## config.mk

```make
export PLATFORM = sky130hd
export DESIGN_NAME = ctpc_top
export DESIGN_NICKNAME = d
export VERILOG_FILES = /design/src/rtl/ctpc_pkg.sv /design/src/rtl/ctpc_top.sv
export VERILOG_INCLUDE_DIRS = /design/src /design/src/rtl
export SDC_FILE = /design/constraint.sdc
export NUM_CORES = 1
export LEC_CHECK = 0
export BUFFER_PORTS_ARGS = -buffer_cell sky130_fd_sc_hd__buf_4
export CAP_MARGIN = 30
export CORE_UTILIZATION = 46
export CTS_CLUSTER_SIZE = 10
export DETAILED_ROUTE_END_ITERATION = 16
export HOLD_SLACK_MARGIN = 0.12
export SLEW_MARGIN = 40
export SYNTH_ARGS = -nofsm -noshare
export SYNTH_HDL_FRONTEND = slang
export SYNTH_SLANG_ARGS = --single-unit
```

## constraint.sdc

```tcl
create_clock -name clk_i -period 5.51 [get_ports clk_i]
set_input_delay 1.102 -clock clk_i [delete_from_list [all_inputs] [get_ports clk_i]]
set_output_delay 1.102 -clock clk_i [all_outputs]
set_load 0.02 [all_outputs]
```

## src/rtl/ctpc_map.svh

```systemverilog
// Register offsets, field positions and constants of the transfer checker
`ifndef CTPC_MAP_SVH
`define CTPC_MAP_SVH

// ----------------------------------------------------------------------
// Register byte offsets
// ----------------------------------------------------------------------
`define CTPC_OFF_CTRL   8'h00
`define CTPC_OFF_SEL    8'h04
`define CTPC_OFF_DESC   8'h08
`define CTPC_OFF_GATE   8'h0C
`define CTPC_OFF_TSS0   8'h10
`define CTPC_OFF_OUTER  8'h1C
`define CTPC_OFF_ADJ    8'h20
`define CTPC_OFF_CS     8'h24
`define CTPC_OFF_STK    8'h28
`define CTPC_OFF_STATUS 8'h2C

// ----------------------------------------------------------------------
// Field positions
// ----------------------------------------------------------------------
`define CTPC_CTRL_OP    2:0
`define CTPC_CTRL_GO    8
`define CTPC_SEL_RPL    1:0
`define CTPC_SEL_TI     2
`define CTPC_SEL_IDX    15:2
`define CTPC_DESC_TYPE  2:0
`define CTPC_DESC_DPL   4:3
`define CTPC_DESC_CONF  5
`define CTPC_GATE_CNT   12:8
`define CTPC_GATE_SEL   31:16
`define CTPC_SEG_HI     31:16
`define CTPC_SEG_LO     15:0
`define CTPC_ST_BUSY    0
`define CTPC_ST_FAULT   1
`define CTPC_ST_TS      2
`define CTPC_ST_SWAP    3
`define CTPC_ST_COPIED  12:8
`define CTPC_ST_CPL     17:16
`define CTPC_ST_VEC     31:24

// ----------------------------------------------------------------------
// Reset values and constants
// ----------------------------------------------------------------------
`define CTPC_RST_CS     16'h0000
`define CTPC_RST_STK    32'h0000_0000
`define CTPC_FAULT_VEC  8'h0D
`define CTPC_PUSH_BYTES 16'h0004

`endif

```

## src/rtl/ctpc_pkg.sv

```systemverilog
// Types shared by the control transfer privilege checker
package ctpc_pkg;

   // Operation that loads the code segment register
   typedef enum logic [2:0] {
      CT_JMP  = 3'h0,
      CT_CALL = 3'h1,
      CT_RET  = 3'h2,
      CT_INTR_EXIT_INSTR = 3'h3,
      CT_INTR = 3'h4
   } ctpc_op_e;

   // Descriptor type referenced by the selector
   typedef enum logic [2:0] {
      DT_CODE      = 3'h0,
      DT_CALL_GATE = 3'h1,
      DT_INTR_GATE = 3'h2,
      DT_TASK_GATE = 3'h3,
      DT_TSS       = 3'h4,
      DT_DATA      = 3'h5
   } ctpc_dtype_e;

   // Gray codes along idle, check, commit
   typedef enum logic [1:0] {
      ST_IDLE   = 2'b00,
      ST_CHECK  = 2'b01,
      ST_COMMIT = 2'b11,
      ST_FAULT  = 2'b10
   } ctpc_state_e;

   typedef struct packed {
      logic cyc;
      logic stb;
      logic we;
      logic [7:0] adr;
      logic [3:0] sel;
      logic [31:0] dat;
   } ctpc_wb_req_s;

   typedef struct packed {
      logic ack;
      logic [31:0] dat;
   } ctpc_wb_rsp_s;

   typedef struct packed {
      logic ok;
      logic ts;
      logic swap;
      logic [1:0] current_priv_level;
      logic [15:0] cs;
      logic [15:0] ss;
      logic [15:0] sp;
      logic [4:0] copy;
   } ctpc_chk_s;

   typedef struct packed {
      ctpc_state_e st;
      ctpc_op_e op;
      logic [15:0] sel;
      logic [31:0] desc;
      logic [31:0] gate;
      logic [2:0][31:0] task_state_segment;
      logic [31:0] outer;
      logic [15:0] adj;
      logic [15:0] cs;
      logic [31:0] stk;
      ctpc_chk_s pend;
      logic [4:0] copy_left;
      logic [4:0] copied;
      logic fault_st;
      logic ts_st;
      logic swap_st;
      logic fault_p;
      logic ts_p;
      logic ack;
      logic [31:0] rdat;
   } ctpc_state_s;

endpackage

```

## src/rtl/ctpc_top.sv

```systemverilog
// Control transfer privilege checker with a classic Wishbone slave
`timescale 1ns/1ps
`include "ctpc_map.svh"

module ctpc_top (
   // Clock and reset
   input wire logic clk_i,
   input wire logic rst_i,
   // Wishbone slave
   input wire ctpc_pkg::ctpc_wb_req_s wb_req_i,
   output ctpc_pkg::ctpc_wb_rsp_s wb_rsp_o,
   // Transfer events and level
   output logic fault_o,
   output logic task_switch_o,
   output logic [1:0] cpl_o
);
   import ctpc_pkg::*;

   ctpc_state_s q;
   ctpc_state_s next_q;

   // ------------------------------------------------------------------
   // Byte lane merge for partial writes
   // ------------------------------------------------------------------
   function automatic logic [31:0] bmerge(input logic [31:0] old,
                                          input logic [31:0] nw,
                                          input logic [3:0] be);
      logic [31:0] r;
      r = old;
      for (int i = 0; i < 4; i++) begin
         if (be[i]) begin
            r[i*8 +: 8] = nw[i*8 +: 8];
         end
      end
      return r;
   endfunction

   // ------------------------------------------------------------------
   // Privilege judgement of one pending transfer
   // ------------------------------------------------------------------
   function automatic ctpc_chk_s judge(input ctpc_state_s s);
      ctpc_chk_s c;
      logic [1:0] current_priv_level;
      logic [1:0] requested_priv_level;
      logic [1:0] descriptor_priv_level;
      logic [1:0] gdpl;
      logic conf;
      logic ti;
      logic xfer;
      logic [15:0] pcnt;
      logic [31:0] nstk;
      ctpc_dtype_e dt;
      ctpc_dtype_e global_descriptor_table;
      current_priv_level = s.cs[`CTPC_SEL_RPL];
      requested_priv_level = s.sel[`CTPC_SEL_RPL];
      ti = s.sel[`CTPC_SEL_TI];
      descriptor_priv_level = s.desc[`CTPC_DESC_DPL];
      conf = s.desc[`CTPC_DESC_CONF];
      gdpl = s.gate[`CTPC_DESC_DPL];
      dt = ctpc_dtype_e'(s.desc[`CTPC_DESC_TYPE]);
      global_descriptor_table = ctpc_dtype_e'(s.gate[`CTPC_DESC_TYPE]);
      xfer = (s.op == CT_JMP) || (s.op == CT_CALL);
      pcnt = 16'h0000;
      nstk = 32'h0000_0000;
      c = '0;
      c.current_priv_level = current_priv_level;
      c.cs = s.cs;
      c.ss = s.stk[`CTPC_SEG_HI];
      c.sp = s.stk[`CTPC_SEG_LO];
      // Numerically lower level is the more privileged one
      case (dt)
         DT_CODE: begin
            if (xfer) begin
               c.ok = (conf ? descriptor_priv_level <= current_priv_level : descriptor_priv_level == current_priv_level)
                      && (requested_priv_level <= current_priv_level);
               c.cs = {s.sel[`CTPC_SEL_IDX], current_priv_level};
            end else if (s.op == CT_RET || s.op == CT_INTR_EXIT_INSTR) begin
               // Never return inward to a more privileged level
               c.ok = (descriptor_priv_level >= current_priv_level) && (requested_priv_level >= current_priv_level);
               c.current_priv_level = requested_priv_level;
               c.cs = s.sel;
               if (requested_priv_level != current_priv_level) begin
                  c.swap = 1'b1;
                  c.ss = s.outer[`CTPC_SEG_HI];
                  c.sp = s.outer[`CTPC_SEG_LO] + s.adj;
               end else begin
                  c.sp = c.sp + s.adj;
               end
            end
         end
         DT_CALL_GATE, DT_INTR_GATE: begin
            c.ok = ((dt == DT_CALL_GATE) ? s.op == CT_CALL
                                         : s.op == CT_INTR)
                   && (descriptor_priv_level >= current_priv_level);
            if (global_descriptor_table == DT_TSS) begin
               c.ts = 1'b1;
            end else if (global_descriptor_table == DT_CODE && gdpl <= current_priv_level) begin
               c.current_priv_level = gdpl;
               c.cs = {s.gate[31:18], gdpl};
               if (gdpl != current_priv_level) begin
                  nstk = s.task_state_segment[gdpl];
                  if (dt == DT_CALL_GATE) begin
                     pcnt = {11'h000, s.gate[`CTPC_GATE_CNT]};
                     c.copy = s.gate[`CTPC_GATE_CNT];
                  end
                  c.swap = 1'b1;
                  c.ss = nstk[`CTPC_SEG_HI];
                  c.sp = nstk[`CTPC_SEG_LO] - `CTPC_PUSH_BYTES
                         - (pcnt << 1);
               end
            end else begin
               c.ok = 1'b0;
            end
         end
         DT_TASK_GATE: begin
            c.ok = (xfer || s.op == CT_INTR) && (descriptor_priv_level >= current_priv_level);
            c.ts = 1'b1;
         end
         DT_TSS: begin
            c.ok = xfer && !ti && (descriptor_priv_level >= current_priv_level);
            c.ts = 1'b1;
         end
         default: begin
            c.ok = 1'b0;
         end
      endcase
      return c;
   endfunction

   // ------------------------------------------------------------------
   // Read data mux
   // ------------------------------------------------------------------
   function automatic logic [31:0] rd(input ctpc_state_s s,
                                      input logic [7:0] adr);
      logic [31:0] r;
      r = 32'h0000_0000;
      case (adr)
         `CTPC_OFF_CTRL: r = {29'h0, s.op};
         `CTPC_OFF_SEL: r = {16'h0000, s.sel};
         `CTPC_OFF_DESC: r = s.desc;
         `CTPC_OFF_GATE: r = s.gate;
         `CTPC_OFF_TSS0: r = s.task_state_segment[0];
         `CTPC_OFF_TSS0 + 8'h04: r = s.task_state_segment[1];
         `CTPC_OFF_TSS0 + 8'h08: r = s.task_state_segment[2];
         `CTPC_OFF_OUTER: r = s.outer;
         `CTPC_OFF_ADJ: r = {16'h0000, s.adj};
         `CTPC_OFF_CS: r = {16'h0000, s.cs};
         `CTPC_OFF_STK: r = s.stk;
         `CTPC_OFF_STATUS: begin
            r[`CTPC_ST_BUSY] = (s.st != ST_IDLE);
            r[`CTPC_ST_FAULT] = s.fault_st;
            r[`CTPC_ST_TS] = s.ts_st;
            r[`CTPC_ST_SWAP] = s.swap_st;
            r[`CTPC_ST_COPIED] = s.copied;
            r[`CTPC_ST_CPL] = s.cs[`CTPC_SEL_RPL];
            r[`CTPC_ST_VEC] = s.fault_st ? `CTPC_FAULT_VEC : 8'h00;
         end
         default: r = 32'h0000_0000;
      endcase
      return r;
   endfunction

   // ------------------------------------------------------------------
   // Next state
   // ------------------------------------------------------------------
   always_comb begin
      logic [31:0] w;
      logic hit;
      ctpc_chk_s c;
      w = 32'h0000_0000;
      c = '0;
      hit = wb_req_i.cyc && wb_req_i.stb && !q.ack;
      next_q = q;
      next_q.fault_p = 1'b0;
      next_q.ts_p = 1'b0;
      next_q.ack = hit;
      if (hit) begin
         next_q.rdat = rd(q, wb_req_i.adr);
      end
      if (hit && wb_req_i.we) begin
         w = bmerge(rd(q, wb_req_i.adr), wb_req_i.dat, wb_req_i.sel);
         case (wb_req_i.adr)
            `CTPC_OFF_CTRL: begin
               // Start is ignored while a transfer is in flight
               if (q.st == ST_IDLE && w[`CTPC_CTRL_GO]) begin
                  next_q.op = ctpc_op_e'(w[`CTPC_CTRL_OP]);
                  next_q.st = ST_CHECK;
               end
            end
            `CTPC_OFF_SEL: next_q.sel = w[15:0];
            `CTPC_OFF_DESC: next_q.desc = w;
            `CTPC_OFF_GATE: next_q.gate = w;
            `CTPC_OFF_TSS0: next_q.task_state_segment[0] = w;
            `CTPC_OFF_TSS0 + 8'h04: next_q.task_state_segment[1] = w;
            `CTPC_OFF_TSS0 + 8'h08: next_q.task_state_segment[2] = w;
            `CTPC_OFF_OUTER: next_q.outer = w;
            `CTPC_OFF_ADJ: next_q.adj = w[15:0];
            `CTPC_OFF_CS: next_q.cs = w[15:0];
            `CTPC_OFF_STK: next_q.stk = w;
            `CTPC_OFF_STATUS: begin
               // Write one to clear; events below win the same cycle
               next_q.fault_st = q.fault_st & ~w[`CTPC_ST_FAULT];
               next_q.ts_st = q.ts_st & ~w[`CTPC_ST_TS];
               next_q.swap_st = q.swap_st & ~w[`CTPC_ST_SWAP];
            end
            default: begin
            end
         endcase
      end
      case (q.st)
         ST_IDLE: begin
         end
         ST_CHECK: begin
            c = judge(q);
            next_q.pend = c;
            next_q.copy_left = c.copy;
            next_q.copied = 5'h00;
            next_q.st = c.ok ? ST_COMMIT : ST_FAULT;
         end
         ST_COMMIT: begin
            if (q.copy_left != 5'h00) begin
               // One parameter word moved per cycle
               next_q.copy_left = q.copy_left - 5'h01;
               next_q.copied = q.copied + 5'h01;
            end else begin
               if (q.pend.ts) begin
                  next_q.ts_p = 1'b1;
                  next_q.ts_st = 1'b1;
               end else begin
                  next_q.cs = q.pend.cs;
                  next_q.stk = {q.pend.ss, q.pend.sp};
                  // Set wins over a clear landing in the same cycle
                  next_q.swap_st = next_q.swap_st | q.pend.swap;
               end
               next_q.st = ST_IDLE;
            end
         end
         ST_FAULT: begin
            // Nothing architectural is touched on a failed check
            next_q.fault_p = 1'b1;
            next_q.fault_st = 1'b1;
            next_q.st = ST_IDLE;
         end
         default: begin
            next_q.st = ST_IDLE;
         end
      endcase
   end

   always_ff @(posedge clk_i) begin
      if (rst_i) begin
         q <= '0;
         q.cs <= `CTPC_RST_CS;
         q.stk <= `CTPC_RST_STK;
      end else begin
         q <= next_q;
      end
   end

   // ------------------------------------------------------------------
   // Outputs
   // ------------------------------------------------------------------
   assign wb_rsp_o.ack = q.ack;
   assign wb_rsp_o.dat = q.rdat;
   assign fault_o = q.fault_p;
   assign task_switch_o = q.ts_p;
   assign cpl_o = q.cs[`CTPC_SEL_RPL];

   // ------------------------------------------------------------------
   // Assertions
   // ------------------------------------------------------------------
   property p_ret_type;
      @(posedge clk_i) disable iff (rst_i)
      (q.st == ST_CHECK && q.op == CT_RET && q.desc[2:0] == DT_TSS)
      |=> (q.st == ST_FAULT) ##1 fault_o;
   endproperty
   a_ret_type: assert property (p_ret_type)
      else $error("return to task segment did not fault");

   property p_direct_level;
      @(posedge clk_i) disable iff (rst_i)
      (q.st == ST_CHECK && q.op == CT_JMP && q.desc[2:0] == DT_CODE
       && !q.desc[`CTPC_DESC_CONF] && q.desc[4:3] != q.cs[1:0])
      |=> q.st == ST_FAULT;
   endproperty
   a_direct_level: assert property (p_direct_level)
      else $error("non-conforming jump at other level accepted");

   property p_rpl;
      @(posedge clk_i) disable iff (rst_i)
      (q.st == ST_CHECK && q.op == CT_CALL && q.desc[2:0] == DT_CODE
       && q.sel[1:0] > q.cs[1:0])
      |=> q.st == ST_FAULT;
   endproperty
   a_rpl: assert property (p_rpl)
      else $error("call with weak requested level accepted");

   property p_ret_dpl;
      @(posedge clk_i) disable iff (rst_i)
      (q.st == ST_CHECK && q.op == CT_INTR_EXIT_INSTR && q.desc[2:0] == DT_CODE
       && q.desc[4:3] < q.cs[1:0])
      |=> q.st == ST_FAULT;
   endproperty
   a_ret_dpl: assert property (p_ret_dpl)
      else $error("inward return accepted");

   property p_ret_cpl;
      @(posedge clk_i) disable iff (rst_i)
      (q.st == ST_CHECK && q.op == CT_RET && q.desc[2:0] == DT_CODE
       && q.desc[4:3] >= q.cs[1:0] && q.sel[1:0] >= q.cs[1:0])
      |-> ##2 (cpl_o == $past(q.sel[1:0], 2));
   endproperty
   a_ret_cpl: assert property (p_ret_cpl)
      else $error("level after return differs from selector");

   property p_tss;
      @(posedge clk_i) disable iff (rst_i)
      (q.st == ST_CHECK && q.op == CT_JMP && q.desc[2:0] == DT_TSS
       && !q.sel[2] && q.desc[4:3] >= q.cs[1:0])
      |-> ##2 (task_switch_o && $stable(q.cs));
   endproperty
   a_tss: assert property (p_tss)
      else $error("task segment jump did not switch task");

   property p_gate_dpl;
      @(posedge clk_i) disable iff (rst_i)
      (q.st == ST_CHECK && q.desc[2:0] == DT_CALL_GATE
       && q.desc[4:3] < q.cs[1:0])
      |=> q.st == ST_FAULT;
   endproperty
   a_gate_dpl: assert property (p_gate_dpl)
      else $error("privileged gate accepted");

   property p_copy;
      @(posedge clk_i) disable iff (rst_i)
      (q.st == ST_COMMIT && q.copy_left != 5'h00)
      |=> (q.st == ST_COMMIT && q.copied == $past(q.copied) + 5'h01);
   endproperty
   a_copy: assert property (p_copy)
      else $error("parameter copy stalled");

   property p_fault_hold;
      @(posedge clk_i) disable iff (rst_i)
      (q.st == ST_FAULT)
      |=> (fault_o && $stable(q.cs) && $stable(q.stk)
           && q.st == ST_IDLE);
   endproperty
   a_fault_hold: assert property (p_fault_hold)
      else $error("state changed on failed check");

endmodule

```

==> results.tsv, run 1 <==
metric	value	unit
cts_hold_buf	0	
dp_hpwl	58800	um
hold_path_class	flip-flop to flip-flop	
die_area	0.0445	mm2
dr.pass1.iters	7	
cts_tree	yes	
grt_setup_unrepaired	false	
overflow	0	
dieHeight	211	um
nNetsFinal	2592	
syn_nets	2627	
first_global_vias	19200	
cap_violations	0	
p_int	4330	uW
critical_path_arrival	4.67	ns
drt-wirelength-per-cell	28.0	um
drt_wl_total	87100	um
p_sw_frac	0.250	
final_cell_mix	nand2_1 (538), dfxtp_1 (374), a21oi_1 (307)	
yosysWarningCount	0	
insertedDiodeCount	0	
powerDensity	260	mW/mm2
grt_pass1_wl	126000	um
setup_viol	0	
fin_crit	4.19	ns
drv_slew	0	
syn_area	0.0201	mm2
fin_ws	1.32	ns
fmax	238	MHz
hold_violations	0	
drc	0	
tightest_slew	0.954	ns
peakVddDrop	181	uV
synth-edff-count	0	
post_synth.cell_area_avg	7.90	um2
rrSetupSlack	1.32	ns
pre_cts_ws	1.41	ns
grt_usage	0.384	
worst_setup_path_start_kind	flip-flop	
dpl_cell_area	0.0210	mm2
synth_seq_cells	375	
synthArstFlopShare	0	
yosysUniqueCellTypes	90	
crit_slowest_cell	a211oi_1	
io_pins	86	
vias	20500	
cp.depth	12	
seqPwrFrac	0.473	
place.gp.congestion	0.952	
yosysTopAreaCellShare	0.374	
clk_pin_slew_worst_paths	0.06	ns
grt_max_degree	131	
drt_iter0_drc	2867	
yosys.area.top_type	dfxtp_1	
drive_gt1_frac	0.127	
crit_path_end	q[68]	
cts_setup_buffers	0	
yosys-top-cells-area	dfxtp_1 (37%), nand2_1 (10%), a21oi_1 (7.7%)	
cts_buffers	45	
status	complete, no violations	
cpMostUsedCell	a21oi_1	
cts-htree-levels	2	
design_power_total	5780	uW
cp_max_fo	9	
ant_nets	0	
reg2regPathDepth	12	
clk_latency	0.60	ns
initial_utilization	0.466	
clk_path_buf_depth	3	
yosysSeqAreaShare	0.374	
r2r_start	q[330]	
cts_root_buffer	clkbuf_16	
pwr-share-comb	0.058	
leakage	0.00801	uW
cp.required	5.98	ns
skew	0.0170	ns
drt-vias-per-instance	6.60	
path_class	flip-flop to flip-flop	
crit_family	compound AO/OA/AOI/OAI gates	
clock_sinks	375	
reg2reg_to	q[68]	
syn_inst	2543	
slowest_delay	0.75	ns
antenna_found_initial	1	
area_growth	10.7	%
crit_start	q[330]	
fillers	4194	
end_kind	flip-flop	
worstPathCellList	nor3b_1 > buf_4 > nand2_1 > ha_1 > fa_1 > a21oi_1 > o21ai_0 > a211oi_1 > nand3_1 > xnor2_1 > a221oi_1 > a21oi_1	
rows	76	
pwr-share-clk	0.469	
port_buffers	85	
finalInstanceArea	0.0222	mm2
power_switching	1440	uW
min_period_over_period	0.761	
die_x	211	um
coreArea	0.0431	mm2
cts_resized	0	
ys.flop_type	dfxtp_1	
crit_buf_inv	1	
final_common_cell	nand2_1	
tns	0	ns
slew_headroom	0.358	
==> worst reg2reg max path: cells and delay by family, from the launching register on <==
family	cells	cell delay, ns
compound gates	5	1.52
fa+ha+maj	2	0.85
simple gates	3	0.77
flops	1	0.52
buf+inv	1	0.25
xor+xnor	1	0.17
==> how the worst min path moves through the flow <==
stage,from,end,cells past startpoint
floorplan,q[337],q[337],2
global placement,q[343],q[343],2
detailed placement,q[345],q[345],2
CTS,q[345],q[345],2
global route,q[339],q[339],2
finish,q[345],q[345],2
==> sequential cells by signal, indices dropped and copies added (netlist names) <==
register / cells
cpl_o: 2
fault_o: 1
wb_rsp_o: 33
task_switch_o: 1
q: 338
==> per-stage QoR <==
step	hold slack, ns	instances	util
after floorplan	0.432	2543	-
after global placement	0.438	3041	0.485
after detailed placement	0.445	3044	0.486
after CTS	0.451	3109	0.515
after global routing	0.473	3111	0.516
final	0.454	3111	0.516
==> power groups by stage <==
stage	clock (uW)	combinational (uW)	sequential, uW
2_1_floorplan	0	202	2790
3_3_place_gp	0	324	2790
3_5_place_dp	0	326	2790
4_1_cts	2720	326	2730
5_1_grt	2820	344	2730
6_report	2710	336	2730
==> cell usage after synthesis (15+ instances only) <==
| library cell | instances |
|---|---|
| a221oi_1 | 47 |
| nand2_1 | 539 |
| o211ai_1 | 15 |
| a22oi_1 | 51 |
| o21ai_0 | 112 |
| a211oi_1 | 59 |
| dfxtp_1 | 375 |
| nand3_1 | 67 |
| inv_1 | 40 |
| nor4_1 | 18 |
| ha_1 | 33 |
| o211a_1 | 22 |
| clkbuf_1 | 138 |
| a222oi_1 | 22 |
| nor2_1 | 174 |
| buf_4 | 49 |
| mux2_2 | 26 |
| nor2b_1 | 21 |
| a21oi_1 | 307 |
| buf_2 | 40 |
| mux2i_1 | 83 |
| nor3_1 | 31 |
==> area by class of cell <==
type	count	area, um2	share of cell area
Multi-Input combinational cell	1888	11400	0.511
Sequential cell	375	7510	0.338
Clock buffer	62	1220	0.0549
Timing Repair Buffer	156	1210	0.0546
Tap cell	585	732	0.0329
Inverter	42	158	0.00709
Clock inverter	3	25.0	0.00113
==> cells by family (layout without fill, tap and decap cells) <==
logic type / after synthesis / after routing / share of synthesized area
simple gates: 941 / 941 / 0.210
compound gates: 777 / 777 / 0.258
flops: 375 / 375 / 0.374
buf+inv: 280 / 263 / 0.0674
mux: 109 / 109 / 0.0560
fa+ha+maj: 36 / 36 / 0.0231
xor+xnor: 25 / 25 / 0.0109
==> per-layer routing <==
| metal | wire, um | vias to the layer above | global-route usage |
|---|---|---|---|
| li1 | - | 8967 | - |
| met1 | 32900 | 9768 | 0.481 |
| met2 | 38300 | 1416 | 0.595 |
| met3 | 9230 | 372 | 0.0752 |
| met4 | 6600 | 2 | 0.266 |
| met5 | 17 | - | 0 |
Note: power is estimated with default switching activity, not from simulation.
==> inputs of run 2 (changes only) <==
==> constraint.sdc (replaced) <==
create_clock -name clk_i -period 3.6 [get_ports clk_i]
set_input_delay 0.72 -clock clk_i [delete_from_list [all_inputs] [get_ports clk_i]]
set_output_delay 0.72 -clock clk_i [all_outputs]
set_load 0.02 [all_outputs]
==> results.tsv, run 2 (synthesis results as in run 1) <==
metric	value	unit
drt-vias-per-instance	6.57	
ant_nets	0	
reg2regPathDepth	13	
die_x	211	um
place.gp.congestion	1.04	
cpMostUsedCell	ha_1	
design_power_total	9080	uW
worst_setup_path_start_kind	flip-flop	
dpl_cell_area	0.0220	mm2
cts_tree	yes	
min_period_over_period	0.955	
rrSetupSlack	0.16	ns
drc	0	
grt_pass1_wl	132000	um
reg2reg_to	q[67]	
cts_buffers	45	
final_common_cell	nand2_1	
finalInstanceArea	0.0233	mm2
fin_ws	0.162	ns
cap_violations	0	
crit_start	q[362]	
peakVddDrop	373	uV
antenna_found_initial	2	
drive_gt1_frac	0.165	
crit_path_end	q[67]	
cp_max_fo	4	
coreArea	0.0431	mm2
dp_hpwl	63200	um
io_pins	86	
grt_max_degree	170	
drt-wirelength-per-cell	28.5	um
clock_sinks	375	
initial_utilization	0.466	
rows	76	
leakage	0.00864	uW
slowest_delay	0.48	ns
die_area	0.0445	mm2
clk_pin_slew_worst_paths	0.06	ns
cts_setup_buffers	0	
cts_root_buffer	clkbuf_16	
end_kind	flip-flop	
setup_viol	0	
dr.pass1.iters	9	
critical_path_arrival	3.96	ns
area_growth	16.3	%
clk_latency	0.60	ns
overflow	0	
nNetsFinal	2703	
largest-register	q	
cts_resized	0	
cts_hold_buf	0	
dieHeight	211	um
fmax	291	MHz
status	complete, no violations	
path_class	flip-flop to flip-flop	
hold_violations	0	
drv_slew	0	
slew_headroom	0.303	
pre_cts_ws	0.0945	ns
powerDensity	389	mW/mm2
final_cell_mix	nand2_1 (539), dfxtp_1 (374), a21oi_1 (306)	
skew	0.0112	ns
vias	21200	
drt_iter0_drc	3012	
cts-htree-levels	2	
fin_crit	3.44	ns
crit_slowest_cell	fa_1	
r2r_start	q[362]	
grt_usage	0.407	
worstPathCellList	inv_1 > ha_1 > nand2_1 > mux2_2 > ha_1 > fa_1 > a21oi_2 > o211a_1 > o21ai_0 > o21a_1 > nor4_1 > a21oi_1 > a31oi_1	
first_global_vias	19800	
largest_register_ffs	338	
tightest_slew	1.04	ns
cp.required	4.12	ns
clk_path_buf_depth	3	
hold-worst-slack	0.451	ns
port_buffers	85	
drt_wl_total	91700	um
hold_path_class	flip-flop to flip-flop	
run 2: cell types whose count changed in the layout (fill, tap and decap cells not counted), moves of 3 or more:
| cell | before | now |
|---|---|---|
| a211oi_1 | 58 | 55 |
| a211oi_2 | 3 | 6 |
| buf_12 | 2 | 20 |
| buf_4 | 149 | 246 |
| buf_6 | 3 | 0 |
| clkbuf_1 | 14 | 10 |
| nor2_1 | 168 | 171 |
| nor3_2 | 1 | 5 |
run 2: power breakdown:
group          switching (uW)  total, uW  internal [uW]  leakage, uW
Sequential               9.31       4180           4170      0.00302
Combinational             395        588            193      0.00497
Clock                    1860       4320           2460     0.000642
run 2: area by class of cell:
class                   count  area, um2
fillers                  4085      19700
multi-input cells        1888      11400
flip-flops and latches    375       7510
repair buffers            267       2260
clock buffers              60       1240
well taps                 585        732
inverters                  42        158
clock inverters             4       71.3
diodes                      1       2.50
run 2: routing by layer:
| layer | wire [um] | track usage |
|---|---|---|
| met1 | 34700 | 0.497 |
| met2 | 39400 | 0.619 |
| met3 | 10000 | 0.0975 |
| met4 | 7500 | 0.307 |
| met5 | 24 | 0 |
run 2: per-stage QoR:
stage | std cells | util | TNS, ns
floorplan | 2543 | - | 0
global placement | 3156 | 0.509 | 0
detailed placement | 3157 | 0.511 | 0
CTS | 3221 | 0.541 | 0
global route | 3221 | 0.542 | -0.0172
finish | 3222 | 0.542 | 0
run 2: worst min-delay path by stage:
stage,slack (ns),depth (start not counted),endpoint,startpoint
global placement,0.44,2,q[340],q[340]
detailed placement,0.44,2,q[340],q[340]
floorplan,0.43,2,q[337],q[337]
global route,0.47,2,q[340],q[340]
CTS,0.45,2,q[340],q[340]
finish,0.45,2,q[340],q[340]
run 2: critical path: cells and delay by family (launching register included):
kind                     cells  cell delay (ns)
multiplexers                 1             0.36
AND/OR/NAND/NOR              2             0.45
buffers and inverters        1             0.06
adder cells (fa/ha/maj)      3             1.07
flip-flops                   1             0.39
AO/OA/AOI/OAI                6             1.03
